<file path="src/hw/lpcff_pkg.sv">
package lpcff_pkg;
	// ---------------------------------------------------------------
	// start codes and cycle fields
	// ---------------------------------------------------------------
	localparam logic [3:0] START_MEM = 4'h0;
	localparam logic [3:0] START_FW_RD = 4'hd;
	localparam logic [3:0] START_FW_WR = 4'he;
	localparam logic [3:0] SIZE_ONE_BYTE = 4'h0;
	localparam logic [3:0] SYNC_READY = 4'h0;
	localparam logic [3:0] LAD_ONES = 4'hf;
	localparam logic [3:0] BOOT_ID = 4'h0;
	localparam int FW_ADDR_NIBBLES = 7;
	localparam int MEM_ADDR_NIBBLES = 8;
	localparam int ADDR_W = 19;
	// ---------------------------------------------------------------
	// memory map
	// ---------------------------------------------------------------
	localparam logic [2:0] TOP_BLOCK = 3'h7;
	localparam int TOP_BLK_LSB = 16;
	localparam int COL_LSB = 11;
	localparam int ROW_W = 11;
	localparam int COL_W = 8;
	localparam logic [18:0] ID_MFR_ADDR = 19'h00000;
	localparam logic [18:0] ID_DEV_ADDR = 19'h00001;
	localparam logic [18:0] GPI_ADDR = 19'h7ff00;
	localparam logic [7:0] WRITE_CMD_ID_ON = 8'h90;
	localparam logic [7:0] WRITE_CMD_ID_OFF = 8'hf0;
	localparam logic [7:0] WRITE_CMD_CHIP_ERASE = 8'h10;
	// ---------------------------------------------------------------
	// timing
	// ---------------------------------------------------------------
	localparam int CLK_MHZ = 100;
	localparam int WRITE_BUSY_US = 20;
	localparam int WRITE_BUSY_CYC = WRITE_BUSY_US * CLK_MHZ;
	localparam int RESET_LATENCY_US = 10;
	localparam int RESET_LATENCY_CYC = RESET_LATENCY_US * CLK_MHZ;
	typedef enum logic [3:0] {
		ST_IDLE, ST_START, ST_DIR, ST_ID_SELECT_FIELD, ST_ADDR, ST_SIZE, ST_WDATA_LO, ST_WDATA_HI,
		ST_TAR0, ST_TAR1, ST_SYNC, ST_RDATA_LO, ST_RDATA_HI, ST_HTAR0, ST_HTAR1
	} lpcff_state_t;
endpackage

</file>
<file path="src/hw/lpcff_front_end.sv">
`timescale 1ns/1ps
// Summary of operation
// - frame low marks a new cycle start
// - frame low mid cycle aborts transaction
// - strap high parallel mode, low serial
// - either reset input resets device equally
// - reset during read releases bus lines
// - reset aborts running program or erase
// - reset during write adds recovery latency
// - general inputs readable as register in serial mode only
// - top guard low blocks top block byte writes; chip erase is not gated by it
// - write guard low blocks byte writes to other blocks; chip erase is not gated by it
// - column bits 18-11, row bits 10-0
// - output gate enables data, strobe writes
// - standby when frame high, idle and no write busy
// - last nibble before frame rise starts
// - start codes 0000, 1101, 1110 only
// - generic cycle direction from second field
// - single byte transfers only
// - chip erase only in parallel mode
// - id codes at relative addresses 0,1
// - firmware cycle answers only matching id
// - firmware address seven nibbles msb first
// - bus fields sampled on rising edges
module lpcff_front_end import lpcff_pkg::*; #(
	parameter int BUSY_CYCLES = WRITE_BUSY_CYC,
	parameter int RECOVER_CYCLES = RESET_LATENCY_CYC,
	parameter logic [7:0] MFR_CODE = 8'h5a, // arbitrary value
	parameter logic [7:0] DEV_CODE = 8'h3c // arbitrary value
) (
	input wire logic mclk, // system clock
	input wire logic rst_n, // synchronous reset
	input wire logic bus_clock, // host bus clock, sampled
	input wire logic frame_n, // cycle frame from host
	input wire logic [3:0] lad_in, // bus nibble in
	output logic [3:0] lad_out, // bus nibble out
	output logic lad_oe, // bus drive enable
	input wire logic reset_pin_n, // first reset pin
	input wire logic second_reset_n, // second reset pin
	input wire logic mode_strap, // high selects parallel mode
	input wire logic [3:0] strap_select, // id strap
	input wire logic [4:0] general_inputs, // general inputs
	input wire logic top_block_guard_n, // top block guard
	input wire logic write_guard_n, // other blocks guard
	input wire logic row_col_sel, // high row, low column
	input wire logic [10:0] pp_addr, // shared address pins
	input wire logic [7:0] dq_in, // parallel data in
	output logic [7:0] dq_out, // parallel data out
	output logic dq_oe, // parallel data drive enable
	input wire logic output_gate_n, // parallel output gate
	input wire logic write_strobe_n, // parallel write strobe
	output logic [18:0] mem_addr, // array address
	input wire logic [7:0] mem_rdata, // array read data
	output logic [7:0] mem_wdata, // array write data
	output logic mem_write, // write byte pulse
	output logic mem_chip_erase, // chip erase pulse
	output logic mem_abort, // abort running write
	output logic write_busy, // program or erase running
	output logic standby, // standby indication
	output logic protect_reject // pulse on refused write
);
	// ---------------------------------------------------------------
	// elaboration checks
	// ---------------------------------------------------------------
	if (BUSY_CYCLES < 1) begin : g_busy_bad
		$error("busy count must be at least one");
	end
	if (RECOVER_CYCLES < 1) begin : g_recover_bad
		$error("recovery count must be at least one");
	end
	if (ADDR_W != COL_LSB + COL_W) begin : g_map_bad
		$error("column field must end at the top address bit");
	end
	if (ROW_W != COL_LSB) begin : g_row_bad
		$error("row field must meet the column field");
	end
	if (FW_ADDR_NIBBLES > 8 || MEM_ADDR_NIBBLES > 8) begin : g_nib_bad
		$error("address nibble counts must fit the shift register");
	end
	if (TOP_BLK_LSB >= ADDR_W) begin : g_top_bad
		$error("top block field must lie inside the address");
	end

	// ---------------------------------------------------------------
	// input synchronisers
	// ---------------------------------------------------------------
	localparam int SW = 30;
	logic [SW-1:0] s1_reg, s2_reg, s3_reg;
	// order here fixes the tap indices below
	wire [SW-1:0] raw_in = {bus_clock, frame_n, lad_in, reset_pin_n, second_reset_n,
		mode_strap, general_inputs, top_block_guard_n, write_guard_n, row_col_sel,
		output_gate_n, write_strobe_n, dq_in, 3'h0};
	logic [SW-1:0] filt_reg;
	always_ff @(posedge mclk) begin
		if (!rst_n) begin
			s1_reg <= {SW{1'b1}};
			s2_reg <= {SW{1'b1}};
			s3_reg <= {SW{1'b1}};
			filt_reg <= {SW{1'b1}};
		end else begin
			s1_reg <= raw_in;
			s2_reg <= s1_reg;
			s3_reg <= s2_reg;
			for (int i = 0; i < SW; i++)
				if (s2_reg[i] == s3_reg[i])
					filt_reg[i] <= s2_reg[i];
		end
	end

	// ---------------------------------------------------------------
	// synchronised taps
	// ---------------------------------------------------------------
	wire bus_clock_s = filt_reg[29];
	wire frame_s_n = filt_reg[28];
	wire [3:0] lad_s = filt_reg[27:24];
	wire rst_pins_low = !filt_reg[23] || !filt_reg[22];
	wire [4:0] gpi_s = filt_reg[20:16];
	wire tbl_s_n = filt_reg[15];
	wire wp_s_n = filt_reg[14];
	wire rc_s = filt_reg[13];
	wire oe_s_n = filt_reg[12];
	wire we_s_n = filt_reg[11];
	wire [7:0] dq_s = filt_reg[10:3];

	// strap caught once the synchronisers hold the real pin level;
	// the filter resets to ones, so an early capture would force parallel mode
	localparam int STRAP_SETTLE = 6;
	logic [2:0] strap_wait_reg;
	logic pp_mode_reg, strap_taken_reg;
	wire strap_settled = strap_wait_reg == 3'(STRAP_SETTLE);
	always_ff @(posedge mclk) begin
		if (!rst_n) begin
			strap_wait_reg <= 3'h0;
			pp_mode_reg <= 1'b0;
			strap_taken_reg <= 1'b0;
		end else if (!strap_taken_reg) begin
			if (strap_settled) begin
				pp_mode_reg <= filt_reg[21];
				strap_taken_reg <= 1'b1;
			end else begin
				strap_wait_reg <= strap_wait_reg + 3'h1;
			end
		end
	end

	// ---------------------------------------------------------------
	// bus clock edge enable and reset handling
	// ---------------------------------------------------------------
	logic bus_clock_d_reg;
	always_ff @(posedge mclk) begin
		if (!rst_n)
			bus_clock_d_reg <= 1'b1; // filter resets high: no false edge
		else
			bus_clock_d_reg <= bus_clock_s;
	end
	wire bus_clock_rise = bus_clock_s && !bus_clock_d_reg;

	logic [31:0] busy_cnt_reg, recover_cnt_reg;
	wire busy_now = busy_cnt_reg != 32'h0;
	wire recovering = recover_cnt_reg != 32'h0;
	wire dev_reset = rst_pins_low || recovering || !strap_taken_reg;
	wire lpc_en = strap_taken_reg && !pp_mode_reg;

	// ---------------------------------------------------------------
	// serial cycle engine
	// ---------------------------------------------------------------
	lpcff_state_t state_reg, state_next;
	logic is_fw_reg, is_write_reg, selected_reg;
	logic [2:0] nib_cnt_reg;
	logic [31:0] addr_sh_reg;
	logic [7:0] wdata_reg, rdata_reg;
	logic [3:0] start_reg;

	wire frame_low = !frame_s_n;
	wire start_ok = start_reg == START_MEM || start_reg == START_FW_RD ||
		start_reg == START_FW_WR;
	// the field right after the frame rises is direction or id select
	wire gen_start = start_reg == START_MEM;
	wire second_write = gen_start ? lad_s[1] : start_reg == START_FW_WR;
	wire second_select = gen_start || lad_s == strap_select;
	wire [2:0] last_nib = is_fw_reg ? 3'(FW_ADDR_NIBBLES - 1) : 3'(MEM_ADDR_NIBBLES - 1);
	wire [18:0] cyc_addr = addr_sh_reg[18:0];
	wire addr_is_gpi = cyc_addr == GPI_ADDR;
	wire rd_cycle_drive = selected_reg && !is_write_reg;

	always_comb begin
		state_next = state_reg;
		case (state_reg)
			ST_IDLE: if (frame_low) state_next = ST_START;
			ST_START: begin
				// frame rise: this same rise already carries the second field
				if (!frame_low && start_ok)
					state_next = ST_ADDR;
				else if (!frame_low)
					state_next = ST_IDLE;
			end
			ST_DIR: state_next = ST_ADDR;
			ST_ID_SELECT_FIELD: state_next = ST_ADDR;
			ST_ADDR: if (nib_cnt_reg == last_nib) state_next = is_fw_reg ? ST_SIZE :
				(is_write_reg ? ST_WDATA_LO : ST_TAR0);
			ST_SIZE: state_next = is_write_reg ? ST_WDATA_LO : ST_TAR0;
			ST_WDATA_LO: state_next = ST_WDATA_HI;
			ST_WDATA_HI: state_next = ST_TAR0;
			ST_TAR0: state_next = ST_TAR1;
			ST_TAR1: state_next = ST_SYNC;
			ST_SYNC: state_next = is_write_reg ? ST_HTAR0 : ST_RDATA_LO;
			ST_RDATA_LO: state_next = ST_RDATA_HI;
			ST_RDATA_HI: state_next = ST_HTAR0;
			ST_HTAR0: state_next = ST_HTAR1;
			ST_HTAR1: state_next = ST_IDLE;
			default: state_next = ST_IDLE;
		endcase
		if (frame_low && state_reg != ST_IDLE && state_reg != ST_START)
			state_next = ST_START;
	end

	// ---------------------------------------------------------------
	// byte write request from either port
	// ---------------------------------------------------------------
	logic wr_req;
	logic [18:0] wr_addr;
	logic [7:0] wr_byte;
	logic id_mode_reg;
	logic [18:0] pp_addr_reg;
	logic we_d_reg;
	wire pp_we_rise = pp_mode_reg && we_s_n && !we_d_reg;
	wire lpc_wr_done = bus_clock_rise && state_reg == ST_TAR0 && is_write_reg && selected_reg;
	assign wr_req = lpc_wr_done || pp_we_rise;
	assign wr_addr = pp_mode_reg ? pp_addr_reg : cyc_addr;
	assign wr_byte = pp_mode_reg ? dq_s : wdata_reg;
	wire top_hit = wr_addr[18:TOP_BLK_LSB] == TOP_BLOCK;
	wire guard_block = top_hit ? !tbl_s_n : !wp_s_n;
	wire is_cmd = wr_byte == WRITE_CMD_ID_ON || wr_byte == WRITE_CMD_ID_OFF;
	wire chip_erase_req = pp_mode_reg && wr_byte == WRITE_CMD_CHIP_ERASE;
	wire array_op = !is_cmd && !busy_now;
	// a refused write never starts the busy timer
	wire write_go = wr_req && array_op && !guard_block;
	wire [7:0] id_byte = wr_addr[0] ? DEV_CODE : MFR_CODE;
	wire [7:0] read_src = addr_is_gpi ? {3'h0, gpi_s} :
		(id_mode_reg ? id_byte : mem_rdata);

	always_ff @(posedge mclk) begin
		if (!rst_n || dev_reset || !lpc_en) begin
			state_reg <= ST_IDLE;
			selected_reg <= 1'b0;
			is_fw_reg <= 1'b0;
			is_write_reg <= 1'b0;
			nib_cnt_reg <= 3'h0;
			addr_sh_reg <= 32'h0;
			wdata_reg <= 8'h0;
			rdata_reg <= 8'h0;
			start_reg <= 4'h0;
		end else if (bus_clock_rise) begin
			state_reg <= state_next;
			if (frame_low)
				start_reg <= lad_s;
			case (state_reg)
				ST_START: begin
					if (!frame_low) begin
						is_fw_reg <= !gen_start;
						is_write_reg <= second_write;
						selected_reg <= second_select;
						nib_cnt_reg <= 3'h0;
						addr_sh_reg <= 32'h0;
					end
				end
				ST_DIR: ;
				ST_ID_SELECT_FIELD: ;
				ST_ADDR: begin
					addr_sh_reg <= {addr_sh_reg[27:0], lad_s};
					nib_cnt_reg <= nib_cnt_reg + 3'h1;
				end
				ST_SIZE: if (lad_s != SIZE_ONE_BYTE) selected_reg <= 1'b0;
				ST_WDATA_LO: wdata_reg[3:0] <= lad_s;
				ST_WDATA_HI: wdata_reg[7:4] <= lad_s;
				ST_TAR1: rdata_reg <= read_src;
				default: ;
			endcase
		end
	end

	// ---------------------------------------------------------------
	// parallel port, id mode, write engine
	// ---------------------------------------------------------------
	always_ff @(posedge mclk) begin
		if (!rst_n || dev_reset) begin
			pp_addr_reg <= 19'h0;
			we_d_reg <= 1'b1;
			id_mode_reg <= 1'b0;
		end else begin
			we_d_reg <= we_s_n;
			if (pp_mode_reg && rc_s)
				pp_addr_reg[ROW_W-1:0] <= pp_addr;
			else if (pp_mode_reg)
				pp_addr_reg[ADDR_W-1:COL_LSB] <= pp_addr[COL_W-1:0];
			if (wr_req && wr_byte == WRITE_CMD_ID_ON)
				id_mode_reg <= 1'b1;
			else if (wr_req && wr_byte == WRITE_CMD_ID_OFF)
				id_mode_reg <= 1'b0;
		end
	end

	always_ff @(posedge mclk) begin
		if (!rst_n) begin
			busy_cnt_reg <= 32'h0;
			recover_cnt_reg <= 32'h0;
			mem_abort <= 1'b0;
		end else if (rst_pins_low) begin
			// the cut write leaves its bytes undefined in the array
			busy_cnt_reg <= 32'h0;
			mem_abort <= busy_now;
			if (busy_now)
				recover_cnt_reg <= 32'(RECOVER_CYCLES);
		end else begin
			mem_abort <= 1'b0;
			if (recovering)
				recover_cnt_reg <= recover_cnt_reg - 32'h1;
			if (write_go)
				busy_cnt_reg <= 32'(BUSY_CYCLES);
			else if (busy_now)
				busy_cnt_reg <= busy_cnt_reg - 32'h1;
		end
	end

	// ---------------------------------------------------------------
	// registered outputs
	// ---------------------------------------------------------------
	// reads drive sync, data and turnaround; writes only sync and turnaround
	wire drive_state = state_reg inside {ST_SYNC, ST_RDATA_LO, ST_RDATA_HI, ST_HTAR0};
	wire write_drive = state_reg == ST_SYNC || state_reg == ST_HTAR0;
	wire cycle_drive = rd_cycle_drive || (selected_reg && write_drive);
	wire drive_lad = lpc_en && !dev_reset && cycle_drive && drive_state;
	always_ff @(posedge mclk) begin
		if (!rst_n) begin
			lad_out <= LAD_ONES;
			lad_oe <= 1'b0;
			dq_out <= 8'h0;
			dq_oe <= 1'b0;
			mem_addr <= 19'h0;
			mem_wdata <= 8'h0;
			mem_write <= 1'b0;
			mem_chip_erase <= 1'b0;
			write_busy <= 1'b0;
			standby <= 1'b0;
			protect_reject <= 1'b0;
		end else begin
			// each nibble stands until the next detected bus clock rise
			case (state_reg)
				ST_SYNC: lad_out <= SYNC_READY;
				ST_RDATA_LO: lad_out <= rdata_reg[3:0];
				ST_RDATA_HI: lad_out <= rdata_reg[7:4];
				default: lad_out <= LAD_ONES;
			endcase
			lad_oe <= drive_lad && !rst_pins_low;
			dq_out <= read_src;
			dq_oe <= pp_mode_reg && !oe_s_n && !dev_reset;
			mem_addr <= wr_addr;
			mem_wdata <= wr_byte;
			mem_write <= write_go && !chip_erase_req && !dev_reset;
			mem_chip_erase <= wr_req && array_op && chip_erase_req && !dev_reset;
			protect_reject <= wr_req && array_op && guard_block;
			write_busy <= busy_now;
			standby <= frame_s_n && state_reg == ST_IDLE && !busy_now;
		end
	end
endmodule

</file>
<file path="config.mk">
export PLATFORM = sky130hd
export DESIGN_NAME = lpcff_front_end
export DESIGN_NICKNAME = d
export VERILOG_FILES = /design/src/hw/lpcff_pkg.sv /design/src/hw/lpcff_front_end.sv
export SDC_FILE = /design/constraint.sdc
export NUM_CORES = 1
export LEC_CHECK = 0
export ABC_AREA = 0
export BUFFER_PORTS_ARGS = -buffer_cell sky130_fd_sc_hd__clkbuf_2
export CORE_ASPECT_RATIO = 0.7
export CORE_UTILIZATION = 55
export DETAILED_ROUTE_END_ITERATION = 7
export PLACE_DENSITY = 0.74
export SLEW_MARGIN = 20
export SYNTH_ARGS = -nofsm -noshare
export SYNTH_HDL_FRONTEND = slang
export SYNTH_SLANG_ARGS = --single-unit
</file>
<file path="constraint.sdc">
create_clock -name mclk -period 3.05 [get_ports mclk]
set_clock_uncertainty 0.15 [all_clocks]
set_input_delay 0.4575 -clock mclk [delete_from_list [all_inputs] [get_ports mclk]]
set_output_delay 0.4575 -clock mclk [all_outputs]
set_load 0.005 [all_outputs]
</file>
==> Word-level counts from Yosys, hierarchy flattened <==
Cells that the tools add are included.
Widths: inputs -> output; s select.
{ "totals": {"reg_bits": 304, "output_inout_bits": 47} }
{ "op_classes": {"n_reduce_logical": 92, "eq_ne": 57, "add_sub_neg": 4, "muxes": 35, "bitwise": 5} }
{ "op_table": {"columns": ["cell", "count"], "rows": [
  ["$mux 32", 3],
  ["$reduce_bool 32->1", 2],
  ["$sub 32x1->32 const B", 2],
  ["$pmux 4 s13", 1],
  ["$mux 19", 2],
  ["$pmux 19 s2", 1],
  ["$eq 4x4->1 const B", 8],
  ["$logic_and 1x1->1", 32],
  ["$mux 4", 7],
  ["$eq 1x1->1", 27],
  ["$mux 8", 3],
  ["$mux 11", 2],
  ["$logic_not 1->1", 20],
  ["$eq 19x19->1 const B", 1],
  ["$reduce_and 2->1", 9],
  ["$eq 4x3->1 const B", 4],
  ["$eq 8x8->1 const B", 2],
  ["$logic_or 1x1->1", 12],
  ["$pmux 4 s3", 1],
  ["$reduce_bool 4->1", 3],
  ["$reduce_bool 2->1", 5],
  ["$mux 1", 9],
  ["$mux 3", 3],
  ["$eq 4x2->1 const B", 2],
  ["other kinds (20)", 32]
]} }

==> Depth between registers and ports, before layout <==
Gate-level depths: netlist of the first run.
{ "depth": {"ltp_word": 10, "ltp_mapped": 12, "ltp_nobuf": 8} }

==> Least setup slack after synthesis of the first run <==
Ideal clock, no wire load.
{ "synth_path": {"path_type": "register to register", "startpoint": "reg busy_cnt_reg[8]", "endpoint": "reg busy_cnt_reg[12]", "setup_ns": 0.115, "synth_period_minus_slack_ns": 2.731, "setup_slack_ns": 0.319, "path_stages_with_launch": 9, "t_required_ns": 2.785, "arrival_ns": 2.465, "cell_sequence": "dfxtp_1 -> or4_1 -> nor4_4 -> nand3_2 -> or4_1 -> buf_2 -> nand2_4 -> buf_4 -> nor2_1"} }
{ "synth_between": {"elab_chain_len": 6} }
{ "synth_lines": {"columns": ["item", "line", "text"], "rows": [
  ["from (decl)", "lpcff_front_end.sv:158", "logic [31:0] busy_cnt_reg, recover_cnt_reg;"],
  ["from (signal assigned)", "lpcff_front_end.sv:319", "busy_cnt_reg <= 32'(BUSY_CYCLES);"],
  ["from (signal assigned)", "lpcff_front_end.sv:321", "busy_cnt_reg <= busy_cnt_reg - 32'h1;"],
  ["parallel branches: the longest is 6 deep, another holds $sub 32x1->32", null, null]
]} }
Several ways; the timed one is not identified.
A chain may end at the register's enable or synchronous reset.

==> Worst setup path after layout of the first run <==
{ "layout_path": {"startpoint": "reg recover_cnt_reg[0]", "endpoint": "reg recover_cnt_reg[19]"} }
{ "layout_between": {"elab_chain_len": 3} }
{ "layout_lines": {"columns": ["item", "line", "text"], "rows": [
  ["from (decl)", "lpcff_front_end.sv:158", null],
  ["from (signal assigned)", "lpcff_front_end.sv:313", "recover_cnt_reg <= 32'(RECOVER_CYCLES);"],
  ["from (signal assigned)", "lpcff_front_end.sv:317", "recover_cnt_reg <= recover_cnt_reg - 32'h1;"],
  ["$sub 32x1->32 or $reduce_bool 32->1 (tied branches)", "lpcff_front_end.sv:317, lpcff_front_end.sv:160", null],
  ["$mux 32 or $reduce_bool 2->1 (tied branches)", null, null],
  ["$mux 32 or $reduce_and 2->1 (tied branches)", null, null]
]} }
Parallel ways exist; a longest one is shown, timed or not. The select of a mux whose other input is x is not followed.

==> impl_metrics.tcl, run 1 <==
set metrics [dict create \
    status "finished clean" \
    die_w_um 173.4 \
    slew_headroom_pct 45.28 \
    yosysUniqueCellTypes 64 \
    p_comb_share_pct 31.0 \
    syn-num-nets 1302 \
    synth-warning-count 0 \
    cts_tree "done" \
    num_vias 9128 \
    drc 0 \
    switching_share_pct 32.72 \
    p_sw_mw 3.840 \
    grt_pass1_wl_um 41600 \
    first_pass_iters 7 \
    io_pins 99 \
    holdWs_ns 0.008540 \
    ir_drop_mv 0.9115 \
    area_delta_synth_final_pct 18.27 \
    post_cts_buffers 0 \
    cts-htree-levels 1 \
    grt_usage_pct 24.16 \
    seqPwrFrac_pct 39.3 \
    post_drt_wl_per_cell_um 15.45 \
    r2r_slack_ns 0.23 \
    layout_min_cycle_time_ns 2.818 \
    placement.io_buffers 98 \
    cts_buffers 27 \
    max_stage_delay_ns 0.60 \
    grt_setup_unrepaired "no" \
    drtIter0Drc 991 \
    grt_max_degree 90 \
    async_flop_share_pct 0 \
    antenna_left 0 \
    die_y_um 122.0 \
    p_int_mw 7.896 \
    rows 43 \
    totalWireLength_um 25660 \
    post-route-util_pct 67.05 \
    core_area_um2 19960 \
    synth_area_leaders "dfxtp_1 (52%), nor2_1 (5.6%), nand2b_1 (5.2%)" \
    crit_chain "or4_1 > or4b_1 > nor3_1 > nand3b_1 > or4_1 > nand2_1" \
    criticalPathCategory "flop to flop" \
    ys_seq_area_share_pct 52.19 \
    clk_latency_ns 0.53 \
    synth_most_common_cell "dfxtp_1" \
    dp_hpwl_um 17680 \
    end_kind "flop" \
    clkTransAtPathRegs_ns 0.06 \
    leakage_nw 5.061 \
    cp_data_arrival_time_ns 3.14 \
    cp_max_fo 5 \
    synth.avg_cell_area_um2 9.096 \
    max_freq_ghz 0.3549 \
    yosysTopAreaCell "dfxtp_1" \
    cellPowerDensity_nw_per_um2 877.0 \
    synth_edf_count 0 \
    nets 1429 \
    synthTopCellsByCount "dfxtp_1 (295), nor2_1 (170), a21oi_1 (105)" \
    fin_ws_ns 0.2319 \
    ys.flop_type "dfxtp_1" \
    diodes 0 \
    overflow 0 \
    finalWeightedCongestion 0.9020 \
    die_area_um2 21160 \
    initial_core_util_pct 56.69 \
    worst_pin_slew_ns 0.8209 \
    crit_path_start_kind "flop" \
    layout-drive-gt1-share_pct 14.52 \
    power_mw 11.74 \
    root_buffer "clkbuf_16" \
    synth_top_area_share_pct 52.19 \
    vias_per_cell 5.495 \
    synth_area_um2 11320 \
    cts_buffer_depth 3 \
    clock_power_share_pct 29.7 \
    netlist_instances 1244 \
    final_max_slew_viol_count 0 \
    hold_viol 0 \
    worst_path_max_delay_cell "or4b_1" \
    hold_class "primary input to flop" \
    period_share_pct 92.40 \
    cts.sinks 295 \
    nFillCells 1581 \
    cap_violations 0 \
    critPathRequiredTime_ns 3.37 \
    grt_antenna_before_repair 2 \
    ys_ff_latch 295 \
    setup_viol 0 \
    cpMostUsedCell "or4_1" \
    dp_slack_ns 0.2601 \
    tns_ns 0 \
    grt_pass1_vias 8165 \
]
[metrics by stage]
stage,cells,instance area [um^2]
finish,1661,13380
global route,1661,13380
CTS,1661,13380
detailed placement,1584,12170
global placement,1584,12170
floorplan,1244,11320
[critical path: cells and delay by family, from the launching register on]
family           cells  cell delay (ns)
flip-flops           1             0.34
AND/OR/NAND/NOR      6             2.27
[power by group through the flow]
| stage | clock network, mW | logic [mW] | registers [mW] |
|---|---|---|---|
| floorplan | 0 | 2.67 | 4.60 |
| global route | 3.68 | 4.03 | 4.67 |
| CTS | 3.53 | 3.59 | 4.61 |
| detailed placement | 0 | 3.54 | 4.69 |
| finish | 3.49 | 3.63 | 4.62 |
| global placement | 0 | 3.49 | 4.67 |
[kinds of logic after synthesis]
kind of cell	count (synthesis)	synth area share, %
buf+inv	79	2.831
xor+xnor	52	4.025
mux	49	4.334
flops	295	52.19
fa+ha+maj	6	0.6634
compound gates	201	10.21
simple gates	562	25.75
[what timing repair did]
action / 4_1_cts / 5_1_grt
hold buffers: 28 / 0
resized for setup: 0 / 0
endpoints found under the hold margin: 28 / 0
setup endpoints to repair: 0 / 0
[cells in the final DEF (no fill, tap or decap), types with 28 or more instances in the layout]
master / instances
xnor2_1: 29
a21oi_1: 105
dfxtp_1: 294
nand3_1: 36
clkbuf_2: 97
dlygate4sd3_1: 28
buf_4: 40
nor2_1: 170
nand2_1: 97
nor3_1: 36
mux2i_1: 49
nand2b_1: 94
o21ai_0: 47
[final timing paths]
| path | start | endpoint | cells past startpoint |
|---|---|---|---|
| max reg2reg | recover_cnt_reg[0] | recover_cnt_reg[19] | 6 |
| max | recover_cnt_reg[0] | recover_cnt_reg[19] | 6 |
| min reg2reg | s1_reg[6] | s2_reg[6] | 1 |
| min | pp_addr[8] | pp_addr_reg[8] | 3 |
[cell type report]
class                   count  area (um^2)  share of cell area, %
inverters                  12        45.04                 0.3366
clock inverters            11        143.9                  1.075
clock buffers              38        787.0                  5.881
flip-flops and latches    295         5907                  44.14
repair buffers            165         1066                  7.966
well taps                 270        337.8                  2.524
multi-input cells         870         5096                  38.08
[routing by layer]
metal	routed length [um]	part of all wire (%)	vias up	GRT usage, %
met3	1874	7.3	30	4.120
li1	-	-	4550	-
met4	304	1.2	0	4.701
met2	10800	42	316	36.02
met1	12680	49	4232	36.54
met5	0	0	-	0
(Power assumes the default switching activity.)
==> run 2: changes to the inputs <==
- RECOVER_POWER: not set -> 50
==> run 2 against run 1 <==
Net effect: the run now ends with max-capacitance violations, max-slew violations left; clock power hardly changed; flip-flop and latch count unchanged; sequential power barely moved; via count shrank 0.47%; sequential share of layout area increased by 0.15 points; register-to-register slack is essentially flat; count of clock-buffer cells in the layout stayed put; wire length rose by 0.23%; non-clock buffer count unchanged; worst setup slack got worse by 0.0067 ns; core utilization fell by 0.23 points.
==> impl_metrics.tcl, run 2 (same netlist as run 1, synthesis figures left out) <==
set metrics [dict create \
    status "finished, violations left" \
    violations "max-capacitance violations, max-slew violations" \
    cts-htree-levels 1 \
    dp_slack_ns 0.2601 \
    layout-drive-gt1-share_pct 12.51 \
    cts_tree "done" \
    holdWs_ns 0.01039 \
    tns_ns 0 \
    overflow 0 \
    die_y_um 122.0 \
    cts_buffers 27 \
    drtIter0Drc 1028 \
    p_int_mw 7.894 \
    ir_drop_mv 0.9121 \
    post_drt_wl_per_cell_um 15.48 \
    grtUsageMet2_pct 36.02 \
    die_w_um 173.4 \
    first_pass_iters 5 \
    vias_per_cell 5.470 \
    grt_usage_pct 24.16 \
    layout_min_cycle_time_ns 2.825 \
    grtUsageMet3_pct 4.120 \
    antenna_left 0 \
    layout_commonest_cell "dfxtp_1" \
    switching_share_pct 32.65 \
    cellPowerDensity_nw_per_um2 878.7 \
    clk_latency_ns 0.53 \
    core_area_um2 19960 \
    num_vias 9085 \
    end_kind "flop" \
    period_share_pct 92.62 \
    final_max_slew_viol_count 90 \
    grt_max_degree 90 \
    hold_class "primary input to flop" \
    cts_buffer_depth 3 \
    totalWireLength_um 25720 \
    post_cts_buffers 0 \
    grt_pass1_vias 8165 \
    grt_pass1_wl_um 41600 \
    cts_hold_buf 28 \
    io_pins 99 \
    p_comb_share_pct 30.9 \
    cp_data_arrival_time_ns 3.15 \
    nets 1429 \
    cp_max_fo 5 \
    hold_viol 0 \
    worst_pin_slew_ns 1.597 \
    setup_viol 0 \
    cts_resized 0 \
    cts.sinks 295 \
    placement.io_buffers 98 \
    clkTransAtPathRegs_ns 0.06 \
    max_freq_ghz 0.3540 \
    critPathRequiredTime_ns 3.37 \
    diodes 0 \
    dp_hpwl_um 17680 \
    cap_violations 1 \
    leakage_nw 4.964 \
    grt_setup_unrepaired "no" \
    grt_use_met1_pct 36.54 \
    area_delta_synth_final_pct 17.87 \
    clock_power_share_pct 29.7 \
    final_cell_mix "dfxtp_1 (294), nor2_1 (170), a21oi_1 (105), nand2_1 (97), nand2b_1 (94)" \
    initial_core_util_pct 56.69 \
    root_buffer "clkbuf_16" \
    finalWeightedCongestion 0.9020 \
    die_area_um2 21160 \
    criticalPathCategory "flop to flop" \
    grt_antenna_before_repair 2 \
    rows 43 \
    seqPwrFrac_pct 39.4 \
    drc 0 \
    grt_busiest_layer "met1" \
    fin_ws_ns 0.2252 \
    p_sw_mw 3.826 \
    slew_headroom_pct -6.477 \
    crit_path_start_kind "flop" \
]
## run 2: cell types whose count changed in the layout (fill, tap and decap cells not counted)
cell	previous run	this run
clkbuf_2	97	73
clkbuf_1	4	32
buf_4	40	36
## run 2: layout make-up
type                    count  area [um^2]
clock inverters            11        143.9
flip-flops and latches    295         5907
inverters                  12        45.04
clock buffers              38        787.0
multi-input cells         870         5096
well taps                 270        337.8
repair buffers            165         1021
fillers                  1608         6623
## run 2: power by group through the flow
stage                     Clock (mW)  Sequential [mW]  Combinational, mW
after floorplan                    0             4.60               2.67
after global placement             0             4.67               3.49
after detailed placement           0             4.69               3.54
after CTS                       3.53             4.61               3.59
after global routing            3.68             4.67               4.03
final                           3.48             4.62               3.62
## run 2: path summary, 6_finish.rpt
check,from,end,slack (ns),cells past startpoint
worst min register to register,s1_reg[6],s2_reg[6],0.26,1
worst max register to register,recover_cnt_reg[0],recover_cnt_reg[19],0.23,6
worst max-delay path,recover_cnt_reg[0],recover_cnt_reg[19],0.23,6
worst min-delay path,pp_addr[8],pp_addr_reg[8],0.01,3
## run 2: routing by layer
layer | part of all wire, % | up-vias
li1 | - | 4552
met1 | 50 | 4209
met2 | 42 | 290
met3 | 7.0 | 34
met4 | 1.2 | 0
met5 | 0 | -
## run 2: critical path: stages (launching register included)
cell and delay [ns]:
dfxtp_1 0.34, or4_1 0.56, or4b_1 0.60, nor3_1 0.46, nand3b_1 0.17, or4_1 0.41
nand2_1 0.07
## run 2: stage by stage
| step | total power, mW | area (um^2) | instances | util (%) |
|---|---|---|---|---|
| after floorplan | 7.271 | 11320 | 1244 | - |
| after global placement | 8.158 | 12170 | 1584 | 60.98 |
| after detailed placement | 8.230 | 12170 | 1584 | 60.98 |
| after CTS | 11.72 | 13380 | 1661 | 67.05 |
| after global routing | 12.38 | 13340 | 1661 | 66.82 |
| final | 11.72 | 13340 | 1661 | 66.82 |
==> run 3: changes to the inputs <==
- CORE_UTILIZATION: 55 -> 50
- PLACE_DENSITY: 0.74 -> 0.69
==> run 3 against run 2 <==
Net effect: the flow still finishes with violations (max-capacitance violations, max-slew violations); sequential power about the same; via count increased by 1.3%; wire length up 1.7%; worst setup slack better by 0.024 ns; count of clock-buffer cells in the layout decreased by 3; power up 3.1%; first-iteration DRC count decreased by 11%; highest routed layer unchanged.
==> impl_metrics.tcl, run 3 (same netlist as run 1, synthesis figures left out) <==
set metrics [dict create \
    grt_pass1_wl_um 42330 \
    crit_path_start_kind "flop" \
    status "finished, violations left" \
    cellPowerDensity_nw_per_um2 895.4 \
    cpMostUsedCell "or4_1" \
    period_share_pct 91.83 \
    clkTransAtPathRegs_ns 0.06 \
    clk_latency_ns 0.54 \
    grt_use_met1_pct 34.49 \
    critPathRequiredTime_ns 3.36 \
    grtUsageMet3_pct 4.034 \
    cp_max_fo 9 \
    vias_per_cell 5.483 \
    grt_usage_pct 22.41 \
    grt_pass1_vias 8244 \
    switching_share_pct 32.18 \
    diodes 0 \
    p_comb_share_pct 29.9 \
    criticalPathCategory "flop to flop" \
    layout-drive-gt1-share_pct 13.18 \
    area_delta_synth_final_pct 19.28 \
    setup_viol 0 \
    clock_power_share_pct 31.9 \
    max_freq_ghz 0.3570 \
    post_cts_buffers 0 \
    drc 0 \
    overflow 0 \
    antenna_left 0 \
    cts-htree-levels 1 \
    core_area_um2 21960 \
    dp_slack_ns 0.2294 \
    seqPwrFrac_pct 38.3 \
    cp_data_arrival_time_ns 3.12 \
    violations "max-capacitance violations, max-slew violations" \
    layout_commonest_cell "dfxtp_1" \
    cts_tree "done" \
    leakage_nw 5.068 \
    worst_path_max_delay_cell "or4b_1" \
    end_kind "flop" \
    grt_antenna_before_repair 0 \
    final_cell_mix "dfxtp_1 (294), nor2_1 (170), a21oi_1 (105), nand2_1 (97), nand2b_1 (94)" \
    root_buffer "clkbuf_16" \
    final_max_slew_viol_count 98 \
    placement.io_buffers 98 \
    finalWeightedCongestion 0.9057 \
    num_vias 9201 \
    cts.sinks 295 \
    p_int_mw 8.197 \
    cts_buffers 28 \
    die_y_um 127.9 \
    cts_buffer_depth 3 \
    p_sw_mw 3.889 \
    drtIter0Drc 912 \
    r2r_slack_ns 0.25 \
    grt_setup_unrepaired "no" \
    nets 1433 \
    grtUsageMet2_pct 32.33 \
    die_w_um 181.8 \
    first_pass_iters 5 \
    worst_pin_slew_ns 1.806 \
    grt_busiest_layer "met1" \
    fin_ws_ns 0.2491 \
    cap_violations 1 \
    layout_min_cycle_time_ns 2.801 \
    grt_max_degree 98 \
    ir_drop_mv 0.5481 \
    post_drt_wl_per_cell_um 15.59 \
    path_delay_family "simple AND/OR/NAND/NOR gates" \
    power_mw 12.09 \
    cts_resized 0 \
    tns_ns 0 \
    cp_num_buf_inv 1 \
    io_pins 99 \
    max_stage_delay_ns 0.62 \
    die_area_um2 23250 \
    totalWireLength_um 26160 \
    crit_chain "or4_1 > or4b_1 > inv_1 > nand4_1 > or4_1 > a21oi_1" \
    rows 45 \
    slew_headroom_pct -20.42 \
    hold_viol 0 \
    initial_core_util_pct 51.53 \
    dp_hpwl_um 17780 \
    hold_class "primary input to flop" \
]
==> run 3: changes by cell type in the layout (fill, tap and decap cells not counted), sizes merged <==
cell / change
dlygate4sd3: +2
bufinv: +4
clkinvlp: -4
buf: +2
clkbuf: -4
clkinv: +5
==> run 3: path summary, 6_finish.rpt <==
check,from,endpoint,cells past startpoint
max,recover_cnt_reg[0],recover_cnt_reg[31],6
min,pp_addr[4],pp_addr_reg[4],3
max reg2reg,recover_cnt_reg[0],recover_cnt_reg[31],6
min reg2reg,s1_reg[7],s2_reg[7],1
==> run 3: worst min-delay path, delay by kind of cell <==
kind / cells / cell delay (ns)
and+or+nand+nor: 1 / 0.05
buffers and inverters: 1 / 0.09
AOI/OAI and AO/OA: 1 / 0.05
==> run 3: stage by stage <==
step                hold slack (ns)  instances  cell area (um^2)  util, %
floorplan                    0.2363       1244             11320        -
global placement             0.2379       1597             12210    55.59
detailed placement           0.2417       1597             12210    55.59
CTS                        0.002526       1678             13550    61.70
global route                0.02089       1678             13500    61.47
finish                      0.01389       1678             13500    61.47
==> run 3: layout make-up <==
type / count / area [um^2]
inverter: 12 / 45.04
sequential: 295 / 5907
tap: 282 / 352.8
timing repair buffer: 168 / 1056
clock inverter: 16 / 274.0
fill: 1865 / 8461
clock buffer: 35 / 767.0
multi-input combinational: 870 / 5096
==> run 3: what timing repair did <==
item	in CTS	in global routing
setup endpoints to repair	0	0
hold buffers	30	0
hold endpoints to repair	30	0
==> run 3: per-layer routing <==
metal	share of wire (%)	up-vias
met1	50	4304
met5	0	-
li1	-	4544
met2	40	315
met3	7.7	38
met4	1.7	0
==> run 3: power by group through the flow <==
stage | clock, mW | sequential [mW] | combinational, mW
2_1_floorplan | 0 | 4.60 | 2.67
3_3_place_gp | 0 | 4.68 | 3.48
3_5_place_dp | 0 | 4.69 | 3.51
4_1_cts | 3.91 | 4.61 | 3.58
5_1_grt | 4.09 | 4.67 | 4.02
6_report | 3.85 | 4.62 | 3.61
